## config.mk

```make
export PLATFORM = sky130hd
export DESIGN_NAME = mac_status_tx_rx_control
export DESIGN_NICKNAME = d
export VERILOG_FILES = /design/src/design/mac_ctl_pkg.sv /design/src/design/mac_status_tx_rx_control.sv
export SDC_FILE = /design/constraint.sdc
export NUM_CORES = 1
export LEC_CHECK = 0
export ABC_CLOCK_PERIOD_IN_PS = 4080
export BUFFER_PORTS_ARGS = -buffer_cell sky130_fd_sc_hd__clkbuf_2
export CORE_MARGIN = 5
export CORE_UTILIZATION = 51
export DETAILED_ROUTE_END_ITERATION = 8
export GPL_ROUTABILITY_DRIVEN = 0
export PLACE_DENSITY = 0.83
export SETUP_SLACK_MARGIN = 0.4
export SLEW_MARGIN = 15
export SYNTH_ARGS = -nofsm -noshare
export SYNTH_HDL_FRONTEND = slang
export SYNTH_SLANG_ARGS = --single-unit
```

## constraint.sdc

```tcl
create_clock -name clk -period 4.08 [get_ports clk]
set_input_delay 1.02 -clock clk [delete_from_list [all_inputs] [get_ports clk]]
set_output_delay 1.02 -clock clk [all_outputs]
set_load 0.03 [all_outputs]
```

## src/design/mac_ctl_pkg.sv

```systemverilog
// constants for the mac status, transmit control and receive control block
package mac_ctl_pkg;
  // register offsets (word indices; the bus byte address is four times the offset)
  localparam logic [7:0] IDX_NET_STATUS = 8'h01;
  localparam logic [7:0] IDX_TX_CONTROL = 8'h02;
  localparam logic [7:0] IDX_RX_CONTROL = 8'h05;
  localparam logic [7:0] IDX_RX_FRAME_STATUS = 8'h06;
  localparam logic [7:0] IDX_NET_CONTROL = 8'h00;
  localparam logic [7:0] IDX_FORCE_MODE = 8'h2E;
  localparam int ADDR_W = 10;
  // network status fields
  localparam int NS_SPEED = 7;
  localparam int NS_LINK = 6;
  localparam int NS_WAKE = 5;
  localparam int NS_LOWSPACE = 1;
  localparam int NS_RX_PACKET_WAITING = 0;
  // network control fields
  localparam int NC_EXTPHY = 7;
  localparam int NC_WAKEON = 6;
  // force mode fields
  localparam int FM_FORCE = 5;
  localparam int FM_SPEED = 2;
  localparam int FM_LINK = 0;
  // transmit control fields
  localparam int TC_GUARD_OFF = 6;
  localparam int TC_RETRY = 5;
  localparam int TC_PAD_OFF = 2;
  localparam int TC_FCS_OFF = 1;
  localparam logic [7:0] TC_WMASK = 8'h7F;
  // receive control fields
  localparam int RC_HASH_FILTER_EVERY_ADDRESS = 7;
  localparam int RC_GUARD_OFF = 6;
  localparam int RC_DROP_LONG = 5;
  localparam int RC_DROP_FCS = 4;
  localparam int RC_ALLMC = 3;
  localparam int RC_RUNT = 2;
  localparam int RC_PROMISC = 1;
  localparam int RC_RECEIVE_STORE_ON = 0;
  // receive frame status fields
  localparam int RS_RUNT = 7;
  localparam int RS_MCAST = 6;
  localparam int RS_LATECOL = 5;
  localparam int RS_TIMEOUT = 4;
  localparam int RS_PHYERR = 3;
  localparam int RS_ALIGN = 2;
  localparam int RS_FCS = 1;
  localparam int RS_OVERRUN = 0;
  // reset values
  localparam logic [7:0] REG_RESET = 8'h00;
  // frame length limits in bytes, and the transmit collision limit
  localparam int LEN_W = 12;
  localparam logic [LEN_W-1:0] LEN_GUARD = 12'h800;
  localparam logic [LEN_W-1:0] LEN_MIN = 12'h040;
  localparam logic [LEN_W-1:0] LEN_LONG = 12'h5F2;
  localparam logic [4:0] COLL_MAX = 5'h0F;
  // receive fifo hysteresis thresholds in bytes
  localparam int SPACE_W = 16;
  localparam logic [SPACE_W-1:0] SPACE_LOW = 16'h0220;
  localparam logic [SPACE_W-1:0] SPACE_HIGH = 16'h0800;
endpackage : mac_ctl_pkg

```

## src/design/mac_status_tx_rx_control.sv

```systemverilog
// status, transmit control and receive filter logic of a fast ethernet mac
// Summary of operation
// - speed flag reads 0 for 100 Mbit/s, 1 for 10; meaningless with link down
// - speed and link flags read-only with inside phy, writable with outside phy
// - link flag 0 on failure, 1 when good; force-mode register may override it
// - wakeup event flag sets on event, clears on write 1 or wakeup disable
// - low space flag sets below 544 free bytes, clears above 2K bytes
// - packet waiting flag high while at least one whole packet is stored
// - unless guard off, transmitted packets stop at 2048 bytes
// - retry bit 0 aborts after more than 15 collisions; 1 keeps retrying
// - padding on extends transmit frames to at least 64 bytes
// - fcs append on makes the transmitter append the frame check sequence
// - receive guard on truncates frames after 2048 bytes
// - drop oversize drops received frames longer than 1522 bytes
// - drop bad fcs drops received frames failing the frame check
// - pass all multicast stores every multicast frame despite hash filter
// - pass runt stores frames shorter than 64 bytes
// - promiscuous mode accepts any destination address
// - frames are stored only while receive store is on
// - frame status flags runts and multicast destinations
// - frame status flags late collision and phy error separately
// - frame status flags more than 2048 bytes received
// - frame status flags misaligned end and fcs error separately
// - frame status flags fifo overrun during reception
// - outside phy select bit chooses phy, valid only with test strap low
// - clearing wakeup enable clears all wakeup event status
//
// Our own choice: the Avalon-MM register port.
`timescale 1ns/1ps
module mac_status_tx_rx_control
  import mac_ctl_pkg::*;
(
  input wire logic clk,
  input wire logic sys_rst,
  // avalon-mm slave
  input wire logic [ADDR_W-1:0] avs_address,
  input wire logic avs_read,
  input wire logic avs_write,
  input wire logic [31:0] avs_writedata,
  input wire logic [3:0] avs_byteenable,
  output logic [31:0] avs_readdata,
  output logic avs_waitrequest,
  // pins and internal phy status
  input wire logic test_strap,
  input wire logic phy_link_ok,
  input wire logic phy_speed_10,
  input wire logic wakeup_event,
  // receive fifo state
  input wire logic [SPACE_W-1:0] rx_free_space,
  input wire logic [7:0] rx_packet_count,
  // receive frame side
  input wire logic rx_frame_end,
  input wire logic [LEN_W-1:0] rx_frame_len,
  input wire logic rx_dest_multicast,
  input wire logic rx_dest_match,
  input wire logic rx_hash_match,
  input wire logic rx_late_collision,
  input wire logic rx_phy_error,
  input wire logic rx_odd_bits,
  input wire logic rx_fcs_bad,
  input wire logic rx_fifo_overran,
  input wire logic rx_byte_valid,
  input wire logic [LEN_W-1:0] rx_byte_count,
  // transmit side
  input wire logic tx_byte_valid,
  input wire logic [LEN_W-1:0] tx_byte_count,
  input wire logic tx_collision,
  input wire logic tx_frame_start,
  // outputs to datapath
  output logic rx_store_frame,
  output logic rx_store_byte,
  output logic tx_stop_frame,
  output logic tx_abort_frame,
  output logic tx_pad_enable,
  output logic tx_fcs_enable,
  output logic outside_phy_select
);

  // synchronised pin level, three stages, a change counts once stages 2 and 3 agree
  function automatic logic sync_pick(input logic [2:0] s, input logic cur);
    sync_pick = (s[1] == s[2]) ? s[2] : cur;
  endfunction : sync_pick

  function automatic logic byte_hit(input logic [ADDR_W-1:0] a, input logic [7:0] idx);
    byte_hit = (a == {idx[ADDR_W-3:0], 2'b00});
  endfunction : byte_hit

  logic [2:0] strap_s_r, strap_s_nxt;
  logic [2:0] link_s_r, link_s_nxt;
  logic [2:0] spd_s_r, spd_s_nxt;
  logic [2:0] wake_s_r, wake_s_nxt;
  logic strap_r, strap_nxt;
  logic link_in_r, link_in_nxt;
  logic spd_in_r, spd_in_nxt;
  logic wake_lvl_r, wake_lvl_nxt;

  // pin synchronisers; the first stage feeds only the second
  always_comb begin
    strap_s_nxt = {strap_s_r[1:0], test_strap};
    link_s_nxt = {link_s_r[1:0], phy_link_ok};
    spd_s_nxt = {spd_s_r[1:0], phy_speed_10};
    wake_s_nxt = {wake_s_r[1:0], wakeup_event};
    strap_nxt = sync_pick(strap_s_r, strap_r);
    link_in_nxt = sync_pick(link_s_r, link_in_r);
    spd_in_nxt = sync_pick(spd_s_r, spd_in_r);
    wake_lvl_nxt = sync_pick(wake_s_r, wake_lvl_r);
  end

  always_ff @(posedge clk or posedge sys_rst) begin
    if (sys_rst) begin
      strap_s_r <= 3'h0;
      link_s_r <= 3'h0;
      spd_s_r <= 3'h0;
      wake_s_r <= 3'h0;
      strap_r <= 1'b0;
      link_in_r <= 1'b0;
      spd_in_r <= 1'b0;
      wake_lvl_r <= 1'b0;
    end else begin
      strap_s_r <= strap_s_nxt;
      link_s_r <= link_s_nxt;
      spd_s_r <= spd_s_nxt;
      wake_s_r <= wake_s_nxt;
      strap_r <= strap_nxt;
      link_in_r <= link_in_nxt;
      spd_in_r <= spd_in_nxt;
      wake_lvl_r <= wake_lvl_nxt;
    end
  end

  // register file state
  logic [7:0] net_control_r, net_control_nxt;
  logic [7:0] force_mode_r, force_mode_nxt;
  logic [7:0] transmit_control_r, transmit_control_nxt;
  logic [7:0] receive_control_r, receive_control_nxt;
  logic [7:0] receive_frame_status_r, receive_frame_status_nxt;
  logic sw_link_r, sw_link_nxt;
  logic sw_speed_r, sw_speed_nxt;
  logic wakeup_event_flag_r, wakeup_event_flag_nxt;
  logic rx_fifo_low_space_flag_r, rx_fifo_low_space_flag_nxt;
  logic rx_packet_waiting_r, rx_packet_waiting_nxt;
  logic [31:0] rdata_r, rdata_nxt;
  logic wait_r, wait_nxt;

  logic wr_go, rd_go, ext_mode, link_up_flag, speed_flag;
  logic [7:0] wbyte, status_view;

  // a request is answered one cycle after it appears: waitrequest drops for one cycle
  assign wr_go = avs_write && !wait_r && avs_byteenable[0];
  assign rd_go = avs_read && wait_r;
  assign wbyte = avs_writedata[7:0];
  assign ext_mode = net_control_r[NC_EXTPHY] && !strap_r;

  // forced values win, then software value in outside phy mode, else internal phy
  always_comb begin
    if (force_mode_r[FM_FORCE]) begin
      link_up_flag = force_mode_r[FM_LINK];
      speed_flag = force_mode_r[FM_SPEED];
    end else if (ext_mode) begin
      link_up_flag = sw_link_r;
      speed_flag = sw_speed_r;
    end else begin
      link_up_flag = link_in_r;
      speed_flag = spd_in_r;
    end
    status_view = 8'h00;
    status_view[NS_SPEED] = speed_flag;
    status_view[NS_LINK] = link_up_flag;
    status_view[NS_WAKE] = wakeup_event_flag_r;
    status_view[NS_LOWSPACE] = rx_fifo_low_space_flag_r;
    status_view[NS_RX_PACKET_WAITING] = rx_packet_waiting_r;
  end

  // register writes, status flag updates and the read path
  always_comb begin
    net_control_nxt = net_control_r;
    force_mode_nxt = force_mode_r;
    transmit_control_nxt = transmit_control_r;
    receive_control_nxt = receive_control_r;
    sw_link_nxt = sw_link_r;
    sw_speed_nxt = sw_speed_r;
    wakeup_event_flag_nxt = wakeup_event_flag_r;
    rdata_nxt = rdata_r;
    wait_nxt = 1'b1;
    if ((avs_read || avs_write) && wait_r) begin
      wait_nxt = 1'b0;
    end
    if (wr_go) begin
      if (byte_hit(avs_address, IDX_NET_CONTROL)) begin
        net_control_nxt = wbyte;
      end
      if (byte_hit(avs_address, IDX_FORCE_MODE)) begin
        force_mode_nxt = wbyte;
      end
      if (byte_hit(avs_address, IDX_TX_CONTROL)) begin
        transmit_control_nxt = wbyte & TC_WMASK;
      end
      if (byte_hit(avs_address, IDX_RX_CONTROL)) begin
        receive_control_nxt = wbyte;
      end
      if (byte_hit(avs_address, IDX_NET_STATUS)) begin
        if (ext_mode) begin
          sw_link_nxt = wbyte[NS_LINK];
          sw_speed_nxt = wbyte[NS_SPEED];
        end
        if (wbyte[NS_WAKE]) begin
          wakeup_event_flag_nxt = 1'b0;
        end
      end
    end
    // disabling wakeup clears the flag; a fresh event still wins over a write of 1
    if (!net_control_nxt[NC_WAKEON]) begin
      wakeup_event_flag_nxt = 1'b0;
    end else if (wake_lvl_r) begin
      wakeup_event_flag_nxt = 1'b1;
    end
    if (rd_go) begin
      rdata_nxt = 32'h0000_0000;
      if (byte_hit(avs_address, IDX_NET_STATUS)) begin
        rdata_nxt[7:0] = status_view;
      end else if (byte_hit(avs_address, IDX_TX_CONTROL)) begin
        rdata_nxt[7:0] = transmit_control_r;
      end else if (byte_hit(avs_address, IDX_RX_CONTROL)) begin
        rdata_nxt[7:0] = receive_control_r;
      end else if (byte_hit(avs_address, IDX_RX_FRAME_STATUS)) begin
        rdata_nxt[7:0] = receive_frame_status_r;
      end else if (byte_hit(avs_address, IDX_NET_CONTROL)) begin
        rdata_nxt[7:0] = net_control_r;
      end else if (byte_hit(avs_address, IDX_FORCE_MODE)) begin
        rdata_nxt[7:0] = force_mode_r;
      end
    end
  end

  // fifo space hysteresis and packet waiting follow the fifo state directly
  always_comb begin
    rx_fifo_low_space_flag_nxt = rx_fifo_low_space_flag_r;
    if (rx_free_space < SPACE_LOW) begin
      rx_fifo_low_space_flag_nxt = 1'b1;
    end else if (rx_free_space > SPACE_HIGH) begin
      rx_fifo_low_space_flag_nxt = 1'b0;
    end
    rx_packet_waiting_nxt = (rx_packet_count != 8'h00);
  end

  // receive filter decisions and frame status capture
  logic rx_pass_addr, rx_pass_len, rx_pass_fcs, rx_accept;
  logic rx_store_frame_nxt, rx_store_byte_nxt;
  logic rx_store_frame_r, rx_store_byte_r;

  always_comb begin
    rx_pass_addr = receive_control_r[RC_PROMISC]
                   || rx_dest_match || rx_hash_match
                   || receive_control_r[RC_HASH_FILTER_EVERY_ADDRESS]
                   || (rx_dest_multicast && receive_control_r[RC_ALLMC]);
    rx_pass_len = !((rx_frame_len < LEN_MIN) && !receive_control_r[RC_RUNT])
                  && !((rx_frame_len > LEN_LONG) && receive_control_r[RC_DROP_LONG]);
    rx_pass_fcs = !(rx_fcs_bad && receive_control_r[RC_DROP_FCS]);
    rx_accept = rx_pass_addr && rx_pass_len && rx_pass_fcs;
    rx_store_frame_nxt = rx_frame_end && rx_accept && receive_control_r[RC_RECEIVE_STORE_ON];
    // bytes beyond the guard are not written unless the guard is off
    rx_store_byte_nxt = rx_byte_valid && receive_control_r[RC_RECEIVE_STORE_ON]
                        && (receive_control_r[RC_GUARD_OFF] || rx_byte_count < LEN_GUARD);
    receive_frame_status_nxt = receive_frame_status_r;
    if (rx_frame_end) begin
      receive_frame_status_nxt[RS_RUNT] = rx_frame_len < LEN_MIN;
      receive_frame_status_nxt[RS_MCAST] = rx_dest_multicast;
      receive_frame_status_nxt[RS_LATECOL] = rx_late_collision;
      receive_frame_status_nxt[RS_PHYERR] = rx_phy_error;
      receive_frame_status_nxt[RS_TIMEOUT] = rx_frame_len > LEN_GUARD;
      receive_frame_status_nxt[RS_ALIGN] = rx_odd_bits;
      receive_frame_status_nxt[RS_FCS] = rx_fcs_bad;
      receive_frame_status_nxt[RS_OVERRUN] = rx_fifo_overran;
    end
  end

  // transmit control: jabber guard and collision counting per frame
  logic [4:0] coll_cnt_r, coll_cnt_nxt;
  logic tx_stop_nxt, tx_abort_nxt, tx_stop_r, tx_abort_r;

  always_comb begin
    coll_cnt_nxt = coll_cnt_r;
    if (tx_frame_start) begin
      coll_cnt_nxt = 5'h00;
    end else if (tx_collision && coll_cnt_r != 5'h1F) begin
      coll_cnt_nxt = coll_cnt_r + 5'h01;
    end
    // retry mode keeps going forever; the count simply saturates
    tx_abort_nxt = !transmit_control_r[TC_RETRY] && (coll_cnt_nxt > COLL_MAX);
    tx_stop_nxt = tx_byte_valid && !transmit_control_r[TC_GUARD_OFF]
                  && (tx_byte_count >= LEN_GUARD);
  end

  always_ff @(posedge clk or posedge sys_rst) begin
    if (sys_rst) begin
      net_control_r <= REG_RESET;
      force_mode_r <= REG_RESET;
      transmit_control_r <= REG_RESET;
      receive_control_r <= REG_RESET;
      receive_frame_status_r <= REG_RESET;
      sw_link_r <= 1'b0;
      sw_speed_r <= 1'b0;
      wakeup_event_flag_r <= 1'b0;
      rx_fifo_low_space_flag_r <= 1'b0;
      rx_packet_waiting_r <= 1'b0;
      rdata_r <= 32'h0000_0000;
      wait_r <= 1'b1;
      rx_store_frame_r <= 1'b0;
      rx_store_byte_r <= 1'b0;
      coll_cnt_r <= 5'h00;
      tx_stop_r <= 1'b0;
      tx_abort_r <= 1'b0;
    end else begin
      net_control_r <= net_control_nxt;
      force_mode_r <= force_mode_nxt;
      transmit_control_r <= transmit_control_nxt;
      receive_control_r <= receive_control_nxt;
      receive_frame_status_r <= receive_frame_status_nxt;
      sw_link_r <= sw_link_nxt;
      sw_speed_r <= sw_speed_nxt;
      wakeup_event_flag_r <= wakeup_event_flag_nxt;
      rx_fifo_low_space_flag_r <= rx_fifo_low_space_flag_nxt;
      rx_packet_waiting_r <= rx_packet_waiting_nxt;
      rdata_r <= rdata_nxt;
      wait_r <= wait_nxt;
      rx_store_frame_r <= rx_store_frame_nxt;
      rx_store_byte_r <= rx_store_byte_nxt;
      coll_cnt_r <= coll_cnt_nxt;
      tx_stop_r <= tx_stop_nxt;
      tx_abort_r <= tx_abort_nxt;
    end
  end

  // outputs straight from flip-flops
  logic ext_mode_out_r, pad_on_r, fcs_on_r;
  assign avs_readdata = rdata_r;
  assign avs_waitrequest = wait_r;
  assign rx_store_frame = rx_store_frame_r;
  assign rx_store_byte = rx_store_byte_r;
  assign tx_stop_frame = tx_stop_r;
  assign tx_abort_frame = tx_abort_r;
  assign tx_pad_enable = pad_on_r;
  assign tx_fcs_enable = fcs_on_r;
  assign outside_phy_select = ext_mode_out_r;

  always_ff @(posedge clk or posedge sys_rst) begin
    if (sys_rst) begin
      ext_mode_out_r <= 1'b0;
      pad_on_r <= 1'b1;
      fcs_on_r <= 1'b1;
    end else begin
      ext_mode_out_r <= ext_mode;
      pad_on_r <= !transmit_control_nxt[TC_PAD_OFF];
      fcs_on_r <= !transmit_control_nxt[TC_FCS_OFF];
    end
  end

endmodule : mac_status_tx_rx_control

```

==> results of run 1 <==
==> metrics by stage <==
stage               hold slack (ps)  power (mW)  cell area (sq um)
finish                          353        1.61               4540
global route                    358        1.66               4540
CTS                             356        1.61               4540
detailed placement              336        1.02               4340
global placement                332        1.02               4340
floorplan                       331       0.970               3960
==> sequential cells by signal (all words and copies together) (netlist names), 3 cells and up <==
| name | cells |
|---|---|
| receive_control_r | 8 |
| force_mode_r | 8 |
| wake_s_r | 3 |
| net_control_r | 8 |
| spd_s_r | 3 |
| link_s_r | 3 |
| receive_frame_status_r | 8 |
| strap_s_r | 3 |
| coll_cnt_r | 5 |
| avs_readdata | 8 |
| transmit_control_r | 7 |
==> placed cells by master (no fill, tap or decap), types with 3 or more instances in the layout <==
cell type / n
a22oi_1: 5
dfstp_2: 3
nand2_1: 22
a21oi_1: 12
conb_1: 24
clkinv_2: 3
nor4_1: 5
o22ai_1: 6
a22o_1: 5
inv_1: 6
dfrtp_1: 78
nand2b_1: 5
clkbuf_8: 10
a2111oi_0: 3
a221oi_1: 3
mux2_1: 3
maj3_1: 4
mux2i_1: 6
nor4_4: 3
or4_1: 4
and3_1: 3
a31oi_1: 7
mux2_2: 34
nand3_1: 4
nor2b_1: 8
o21ai_0: 10
nor3_1: 5
nor2_1: 20
clkbuf_2: 93
==> report_power, final <==
group | leakage (nW) | internal [mW] | total [mW] | switching, mW
registers | 1.06 | 0.825 | 0.839 | 0.0136
clock network | 0.103 | 0.301 | 0.599 | 0.298
logic | 1.05 | 0.0573 | 0.169 | 0.111
total | 2.21 | 1.18 | 1.61 | 0.423
==> cell families after synthesis <==
kind of cell | count (synthesis)
buffers and inverters | 39
muxes | 44
DFF | 81
other | 1
adders and majority gates | 6
and+or+nand+nor | 97
xor gates and xnor gates | 3
AOI/OAI and AO/OA | 65
==> routing by layer <==
metal	track usage [%]	vias up
met3	4.16	14
li1	-	1381
met4	6.91	0
met2	32.7	135
met1	24.8	1423
met5	0	-
==> area by class of cell <==
class                   instances  area, sq um  share of cell area [%]
repair buffers                 95          480                    10.6
flip-flops and latches         81         2030                    44.7
clock buffers                  10          138                    3.03
multi-input cells             239         1680                    36.9
well taps                      99          124                    2.73
inverters                       7         27.5                   0.606
clock inverters                 6         65.1                    1.43
==> final timing paths <==
path | slack (ps) | to | startpoint
hold reg to reg | 350 | spd_s_r[1] | spd_s_r[0]
min in group asynchronous | 660 | wake_s_r[0] | sys_rst
setup / recovery | 1430 | wakeup_event_flag_r | avs_address[4]
hold / removal | 350 | spd_s_r[1] | spd_s_r[0]
max in group asynchronous | 2430 | net_control_r[0] | sys_rst
setup reg to reg | 2170 | wakeup_event_flag_r | avs_waitrequest
==> critical path, stage by stage <==
cell      delay, ps
clkbuf_2        260
nor4_4          470
nand2_2         100
or3_1           560
mux2_4          370
o21a_1          100
==> results by group, run 1 <==
Status
  • Status: complete, no violations

Timing
  • Final Slew Violations: 0
  • Rel. slew slack: 56.1%
  • Tcrit/Tclk final: 65.0%
  • Highest Clock Rate: between 300 and 400 MHz
  • Final Worst Setup Slack: between 1000 and 1500 ps
  • Final min period: around 2700 ps
  • Clock skew: slightly below 5 ps
  • Final Hold Viols: 0
  • Setup repair after global routing missed its margin: false
  • Setup TNS Final: 0 ps
  • Least-Margin Pin Slew: 653 ps
  • Setup violators final: 0

Yosys
  • Mapped cell area: 3880 sq um
  • Compound-Gate Fraction of Synth Area: 11.3%
  • Post-synthesis simple-gate area fraction: 14.6%
  • Xor/xnor cell area share of the yosys netlist: 0.678%
  • Count leader, synth: dfrtp_1
  • Synth top area share: 50.4%
  • Top cell type by total area after synthesis: dfrtp_1
  • Register area share after synthesis: between 50% and 60%
  • Synth Register Bits: 81
  • Mean Syn Cell Area: 11.5 sq um
  • Synth area leaders: dfrtp_1 50%, mux2_2 9.9%, buf_4 4.6%
  • Synth warn: 0
  • Yosys cell types: between 50 and 60
  • Synth Instances: 336
  • Mux share of post-synthesis cell area: 12.7%
  • Post-synthesis adder-cell area fraction: 1.68%
  • Commonest cells post-synth: 78 x dfrtp_1, 34 x mux2_2, 24 x buf_4
  • Post-synth EDFFs: 0
  • Largest family of logic cells by synthesized area: simple AND/OR/NAND/NOR gates
  • Dominant synthesized flop cell: dfrtp_1
  • Ys async rst share: 100%

Routing
  • Pre-Repair DR Iteration Count: 4
  • WL/cell: about 17 microns
  • Routed vias: 2,953
  • DR WL met2: about 4600 microns
  • DRT Wirelength: 9100 microns
  • Uppermost routed layer: met4
  • Routed met3 length: about 730 microns
  • Vias/cell: around 5.5
  • Residual DRC: 0
  • Antenna Nets Post-Route: 0
  • Initial DRC Count: 153
  • Met1 Routed Length: 3680 microns

Setup path
  • Worst r2r path cells: 5
  • WS Path Type: in -> reg
  • Crit path capture type: flip-flop
  • Worst EP arrival: 2900 ps
  • Req. time, crit path: 4320 ps
  • Crit path max fanout: 18
  • Crit start category: input port

Final layout
  • Final-stage net count: 562
  • Filler cells: 612
  • Area Growth Syn to Fin: 17.2%
  • # diodes: 0
  • Share of layout cells above drive strength 1: between 30% and 40%
  • Final core occ: 62.0%
  • Fin cells: around 540

Global routing
  • Total GRT Usage: 19.4%
  • First-pass GRT wire length: 14,600 microns
  • GR Overflow Total: 0
  • Initial antenna violation count: 0
  • Largest net degree at the start of global routing: between 50 and 60
  • Via count of the first global-routing pass: 3,004

Floorplan
  • Die Ht: 97.2 microns
  • Row count: 31
  • Initial core utilization: 52.9%
  • Core area: 7330 sq um
  • Ports: 167
  • Die Width: 97.2 microns
  • Die area: about 9400 sq um

Clocking
  • CTS tree: done
  • Clock root buffer: clkbuf_8
  • Clock Sink Count: 81
  • TritonCTS Buffers: 9
  • Post-CTS Setup Bufs: 0
  • Clk_lat worst skew: 350 ps
  • H-tree Lvls: 3
  • # hold bufs at CTS: 0
  • Bufs on Longest Clock Path: 2
  • Cts repair resizes: 0
  • Clock transition at path regs: 80 ps

Place
  • Placed Cells: 521
  • Placement-stage worst setup slack: 1090 ps
  • Dpl hpwl: 6910 microns
  • Number of port buffers: 93

Hold path
  • Min-Delay Path Class: reg -> reg
  • Worst Hold Depth: 0

Power and ir drop
  • Peak supply drop: ~200 uV
  • Pwr Density: 354 nW/um^2
  • Leak Pwr: roughly 2.2 nW

Run
  • Max-cap violations: 0
Power figures use the tool's default switching activity.
==> run 2, diff against run 1 <==
- ABC_AREA: not set -> 1
- ABC_CLOCK_PERIOD_IN_PS: 4080 -> 2100
- CORE_UTILIZATION: 51 -> 44
- PLACE_DENSITY: 0.83 -> 0.75
- clock period: 4.08 -> 2.1 ns (I/O delays scaled with it)
==> results by group, run 2 <==
Status
  • Status: complete, no violations (unchanged)

Timing
  • Final Hold Viols: 0 (unchanged)
  • Setup violators final: 0 (unchanged)
  • Setup TNS Final: 0 ps (unchanged)
  • Fin Hold WS: 155 ps (was 353 ps)
  • Tcrit/Tclk final: 79.4%
  • Setup repair after global routing missed its margin: false (unchanged)
  • Final min period: between 1500 and 2000 ps
  • Highest Clock Rate: 600 MHz
  • Clock skew: 9.78 ps (was 4.94 ps)
  • Final Slew Violations: 0 (unchanged)

Routing
  • Routed vias: 3,263 (was 2,953)
  • DRT Wirelength: 9040 microns (was 9100 microns)
  • WL/cell: 13.6 microns (was 16.9 microns)
  • Residual DRC: 0 (unchanged)
  • Pre-Repair DR Iteration Count: 4 (unchanged)
  • Antenna Nets Post-Route: 0 (unchanged)
  • Initial DRC Count: 192 (was 153)
  • Vias/cell: 4.90 (was 5.50)

Yosys
  • Top cell type by total area after synthesis: dfrtp_1 (unchanged)
  • Synth warn: 0 (unchanged)
  • Synth top area share: 48.9% (was 50.4%)
  • Commonest cells post-synth: 101 x nand2_1, 78 x dfrtp_1, 50 x inv_1 (was 78 x dfrtp_1, 34 x mux2_2, 24 x buf_4)
  • Ys async rst share: 100% (unchanged)
  • Register area share after synthesis: 50.9% (was 52.4%)
  • Dominant synthesized flop cell: dfrtp_1 (unchanged)
  • Synth Register Bits: 81 (unchanged)
  • Mean Syn Cell Area: 8.86 sq um (was 11.5 sq um)
  • Synth Instances: 450 (was 336)
  • Count leader, synth: nand2_1 (was dfrtp_1)
  • Yosys cell types: 36 (was 57)
  • Mapped cell area: 3990 sq um (was 3880 sq um)
  • Post-synth EDFFs: 0 (unchanged)
  • Synth area leaders: dfrtp_1 49%, nand2_1 9.5%, inv_1 4.7% (was dfrtp_1 50%, mux2_2 9.9%, buf_4 4.6%)

Floorplan
  • Die Ht: 105 microns (was 97.2 microns)
  • Ports: 167 (unchanged)
  • Initial core utilization: 45.5% (was 52.9%)
  • Die area: 11,100 sq um (was 9440 sq um)
  • Row count: 34 (was 31)
  • Die Width: 105 microns (was 97.2 microns)
  • Core area: 8760 sq um (was 7330 sq um)

Clocking
  • Clk_lat worst skew: 360 ps (was 350 ps)
  • CTS tree: done (unchanged)
  • H-tree Lvls: 3 (unchanged)
  • Clock transition at path regs: 90 ps (was 80 ps)
  • TritonCTS Buffers: 9 (unchanged)
  • Clock Sink Count: 81 (unchanged)
  • Bufs on Longest Clock Path: 2 (unchanged)
  • Clock root buffer: clkbuf_8 (unchanged)

Setup path
  • Levels on crit path: 1 (was 6)
  • Crit start category: flip-flop (was input port)
  • Crit-path max cell delay: 580 ps (was 560 ps)
  • Crit path to: avs_waitrequest (was wakeup_event_flag_r)
  • Crit path max fanout: 4 (was 18)
  • Slowest cell on crit path: dfstp_2 (was or3_1)
  • Worst r2r path cells: 8 (was 5)
  • Req. time, crit path: 1570 ps (was 4320 ps)
  • Worst path bufs/invs: 1 (unchanged)
  • Crit path capture type: primary output (was flip-flop)
  • R2R Path Start: coll_cnt_r[0] (was avs_waitrequest)
  • CP startpoint: avs_waitrequest (was avs_address[4])
  • WS Path Type: reg -> out (was in -> reg)
  • Worst EP arrival: 1140 ps (was 2900 ps)
  • Crit path max-delay family: flip-flops (was simple AND/OR/NAND/NOR gates)
  • CP cell instances: buf_2 (was clkbuf_2, nor4_4, nand2_2, or3_1, mux2_4, o21a_1)
  • Worst R2R Setup Slack: 510 ps (was 2170 ps)
  • Worst r2r dst: coll_cnt_r[3] (was wakeup_event_flag_r)

Final layout
  • # diodes: 0 (unchanged)
  • Most common cell after layout, fill and taps aside: nand2_1 (was clkbuf_2)
  • Filler cells: 815 (was 612)
  • Final-stage net count: 682 (was 562)
  • Area Growth Syn to Fin: 18.6% (was 17.2%)
  • Commonest non-fill, non-tap cells in the layout: 101 x nand2_1, 92 x clkbuf_2, 78 x dfrtp_1 (was 93 x clkbuf_2, 78 x dfrtp_1, 34 x mux2_2)
  • Share of layout cells above drive strength 1: 30.1% (was 36.8%)

Global routing
  • First-pass GRT wire length: 15,200 microns (was 14,600 microns)
  • Largest net degree at the start of global routing: 38 (was 52)
  • Total GRT Usage: 16.8% (was 19.4%)
  • Via count of the first global-routing pass: 3,251 (was 3,004)
  • Initial antenna violation count: 0 (unchanged)
  • GR Overflow Total: 0 (unchanged)

Hold path
  • Min-Delay Path Class: in -> async (was reg -> reg)

Power and ir drop
  • Pwr Density: 683 nW/um^2 (was 354 nW/um^2)
  • Peak supply drop: 276 uV (was 203 uV)
  • Leak Pwr: 2.49 nW (was 2.21 nW)

Place
  • Dpl hpwl: 7090 microns (was 6910 microns)
  • Number of port buffers: 93 (unchanged)

Run
  • Max-cap violations: 0 (unchanged)
==> run 2: cell count changes in the layout (fill, tap and decap cells not counted), moves of 12 or more <==
cell	previous run	this run
inv_1	6	49
mux2_2	34	2
nand2_1	22	101
nand3_1	4	16
nor2_1	20	39
o21ai_0	10	24
o21ai_2	0	19
==> run 2: report_power, final <==
group | switching, mW | leakage, nW | internal (mW)
combinational | 0.261 | 1.35 | 0.121
sequential | 0.0314 | 1.03 | 1.62
clock | 0.626 | 0.103 | 0.572
==> run 2: what timing repair did <==
action | 4_1_cts | 5_1_grt
gates resized for setup | 1 | 3
pin swaps | 0 | 1
setup endpoints to repair | 2 | 4
buffers inserted | 0 | 1
hold buffers | 0 | 0
==> run 2: stage by stage <==
step	util [%]	setup WS (ps)	area, sq um	power (mW)	std cells
after floorplan	-	539	4080	1.93	473
after global placement	51.4	184	4500	2.05	649
after detailed placement	51.4	172	4500	2.06	649
after CTS	53.8	409	4710	3.26	665
after global routing	54.0	391	4730	3.37	666
final	54.0	434	4730	3.23	666
==> run 2: cell type report <==
cell class / instances / area, sq um / share of cell area [%]
flip-flops and latches: 81 / 2030 / 42.9
multi-input cells: 308 / 1630 / 34.4
repair buffers: 99 / 523 / 11.1
inverters: 54 / 206 / 4.37
well taps: 108 / 135 / 2.86
clock buffers: 9 / 124 / 2.62
clock inverters: 7 / 83.8 / 1.77
==> run 2: how the worst min path moves through the flow <==
| stage | from | endpoint | slack (ps) | cells after the start |
|---|---|---|---|---|
| final | sys_rst | outside_phy_select | 150 | 2 |
| after global routing | sys_rst | outside_phy_select | 170 | 2 |
| after CTS | sys_rst | outside_phy_select | 160 | 2 |
| after detailed placement | strap_s_r[0] | strap_s_r[1] | 340 | 0 |
| after global placement | spd_s_r[0] | spd_s_r[1] | 330 | 0 |
| after floorplan | link_s_r[0] | link_s_r[1] | 330 | 0 |
==> run 2: cells by family (layout without fill, tap and decap cells) <==
kind of cell / count (synthesis) / count (layout) / share of synthesized area (%)
and+or+nand+nor: 215 / 215 / 26.3
buffers and inverters: 84 / 169 / 10.8
DFF: 81 / 81 / 50.9
AOI/OAI and AO/OA: 61 / 61 / 9.69
adders and majority gates: 6 / 6 / 1.63
muxes: 2 / 2 / 0.565
other: 1 / 24 / 0.0940
==> run 2: per-layer routing <==
metal / GRT usage (%) / wire length, microns
met2: 25.9 / 4130
met1: 22.4 / 3880
met4: 7.67 / 284
met3: 4.16 / 747
met5: 0 / 0
==> run 3, diff against run 2 <==
- ABC_CLOCK_PERIOD_IN_PS: 2100 -> 1700
- CORE_UTILIZATION: 44 -> 48
- PLACE_DENSITY: 0.75 -> 0.78
- clock period: 2.1 -> 1.7 ns (I/O delays scaled with it)
==> results by group, run 3 (synthesis results as in run 2) <==
Final layout
  • Filler cells: 595 (was 815)
  • FF/Latch Area: 2030 sq um (about the same)
  • Final-stage net count: 727 (was 682)
  • Commonest non-fill, non-tap cells in the layout: 83 x nand2_1, 77 x dfrtp_1, 73 x clkbuf_2 (was 101 x nand2_1, 92 x clkbuf_2, 78 x dfrtp_1)
  • # diodes: 0 (unchanged)
  • Area Growth Syn to Fin: 40.7% (was 18.6%)
  • Share of layout cells above drive strength 1: 42.3% (was 30.1%)
  • Most common cell after layout, fill and taps aside: nand2_1 (unchanged)
  • Fin cells: 708 (was 666)
  • Multi-input logic area: 1890 sq um (was 1630 sq um)

Setup path
  • Crit-path max cell delay: 390 ps (was 580 ps)
  • CP cell instances: ha_2, inv_2, nor3_2, ha_2, nor2_4, nand2_2, nor3_2, nor2_1, nor3_1 (was buf_2)
  • Worst EP arrival: 1780 ps (was 1140 ps)
  • Req. time, crit path: 1980 ps (was 1570 ps)
  • Crit path to: coll_cnt_r[3] (was avs_waitrequest)
  • Crit path max fanout: 4 (unchanged)
  • CP startpoint: coll_cnt_r[0] (was avs_waitrequest)
  • WS Path Type: reg -> reg (was reg -> out)
  • Crit start category: flip-flop (unchanged)
  • R2R Path Start: coll_cnt_r[0] (unchanged)
  • Worst R2R Setup Slack: 200 ps (was 510 ps)
  • Crit path capture type: flip-flop (was primary output)
  • Slowest cell on crit path: dfrtp_1 (was dfstp_2)
  • Worst r2r dst: coll_cnt_r[3] (unchanged)
  • Worst r2r path cells: 9 (was 8)

Power and ir drop
  • Peak supply drop: 599 uV (was 276 uV)
  • Pwr Density: 736 nW/um^2 (was 683 nW/um^2)
  • Sw Ratio: 28.6% (was 28.5%)
  • Leak Pwr: 2.79 nW (was 2.49 nW)
  • Logic pwr share: 15.6% (was 11.8%)
  • Psw: 1.18 mW (was 919 uW)
  • Power Internal: 2.95 mW (was 2.31 mW)
  • Clock network fraction of total power: 34.9% (was 37.1%)
  • Sequential power share: 49.5% (was 51.0%)

Timing
  • Final Hold Viols: 0 (unchanged)
  • Highest Clock Rate: around 670 MHz
  • Tcrit/Tclk final: 88.3%
  • Setup violators final: 0 (unchanged)
  • Final Slew Violations: 0 (unchanged)
  • Clock skew: 7.01 ps (was 9.78 ps)
  • Final min period: 1500 ps
  • Setup TNS Final: 0 ps (unchanged)
  • Setup repair after global routing missed its margin: true (was false)

Routing
  • Pre-Repair DR Iteration Count: 8 (was 4)
  • Routed vias: 3,690 (was 3,263)
  • DRT Wirelength: 11,000 microns (was 9040 microns)
  • Antenna Nets Post-Route: 0 (unchanged)
  • Initial DRC Count: 310 (was 192)
  • Vias/cell: 5.21 (was 4.90)
  • WL/cell: 15.6 microns (was 13.6 microns)
  • Residual DRC: 0 (unchanged)

Floorplan
  • Die Width: 101 microns (was 105 microns)
  • Ports: 167 (unchanged)
  • Initial core utilization: 48.8% (was 45.5%)
  • Die Ht: 101 microns (was 105 microns)
  • Die area: 10,200 sq um (was 11,100 sq um)
  • Row count: 33 (was 34)
  • Core area: 8180 sq um (was 8760 sq um)

Clocking
  • Clock Sink Count: 81 (unchanged)
  • Clock root buffer: clkbuf_8 (unchanged)
  • Clk_lat worst skew: 360 ps (about the same)
  • CTS tree: done (unchanged)
  • TritonCTS Buffers: 9 (unchanged)
  • H-tree Lvls: 3 (unchanged)
  • Clock transition at path regs: 90 ps (about the same)
  • Bufs on Longest Clock Path: 2 (unchanged)

Global routing
  • Total GRT Usage: 20.7% (was 16.8%)
  • Initial antenna violation count: 0 (unchanged)
  • GR Overflow Total: 0 (unchanged)
  • First-pass GRT wire length: 16,500 microns (was 15,200 microns)
  • Via count of the first global-routing pass: 3,541 (was 3,251)
  • Largest net degree at the start of global routing: 30 (was 38)

Hold path
  • Min-Delay Path Class: in -> reg (was in -> async)

Place
  • Number of port buffers: 93 (unchanged)
  • Placed Cells: 657 (was 649)
  • Dpl hpwl: 7680 microns (was 7090 microns)

Status
  • Status: complete, no violations (unchanged)

Run
  • Max-cap violations: 0 (unchanged)
## run 3: cell types whose count changed in the layout (fill, tap and decap cells not counted), sizes merged
cell         previous run  this run
nand4                  14        15
clkbuf                101        83
dlygate4sd3             0         1
inv                    57        54
buf                     7        68
clkinv                  1         2
clkinvlp                2         4
## run 3: power by group through the flow
stage               Combinational [mW]  Sequential, mW  Clock [mW]
finish                           0.645            2.04        1.44
global route                     0.700            2.05        1.55
CTS                              0.588            2.04        1.46
detailed placement               0.512            2.08           0
global placement                 0.495            2.07           0
floorplan                        0.311            2.10           0
## run 3: worst min path at each step
stage / from / to / slack, ps / cells after the start
finish: phy_speed_10 / spd_s_r[0] / 170 / 1
global route: phy_link_ok / link_s_r[0] / 150 / 1
CTS: phy_link_ok / link_s_r[0] / 160 / 1
detailed placement: link_s_r[0] / link_s_r[1] / 340 / 0
global placement: wake_s_r[0] / wake_s_r[1] / 330 / 0
floorplan: link_s_r[0] / link_s_r[1] / 330 / 0
## run 3: final cells by class
type / count / share of cell area [%]
sequential: 81 / 36.2
inverter: 54 / 4.28
multi-input combinational: 309 / 33.8
clock buffer: 9 / 2.21
clock inverter: 7 / 1.40
timing repair buffer: 143 / 19.8
tap: 105 / 2.34
## run 3: worst max-delay path: cells and delay by family, from the launching register on
family                   cells  cell delay (ps)
adder cells (fa/ha/maj)      2              380
AND/OR/NAND/NOR              6              580
buffers and inverters        1               70
flip-flops                   1              390
## run 3: per-stage QoR
stage | instance area [sq um] | power [mW] | utilization, % | setup slack [ps] | hold WS, ps
after CTS | 5310 | 4.09 | 64.9 | 222 | 157
after floorplan | 4240 | 2.41 | - | 265 | 331
after global routing | 5610 | 4.31 | 68.6 | 140 | 147
final | 5610 | 4.13 | 68.6 | 199 | 165
after detailed placement | 4720 | 2.59 | 57.7 | -50.0 | 336
after global placement | 4720 | 2.57 | 57.7 | -19.1 | 334
## run 3: timing repair
item | CTS | global route
endpoints found under the setup margin | 42 | 57
resized for setup | 43 | 69
gates cloned | 1 | 0
pin swaps | 8 | 14
setup buffers | 18 | 15
hold buffers | 1 | 0
hold endpoints to repair | 7 | 0
## run 3: per-layer routing
layer	routed length, microns	track usage, %
met5	0	0
met4	410	9.82
met3	891	4.96
met2	5610	34.7
met1	4130	25.2
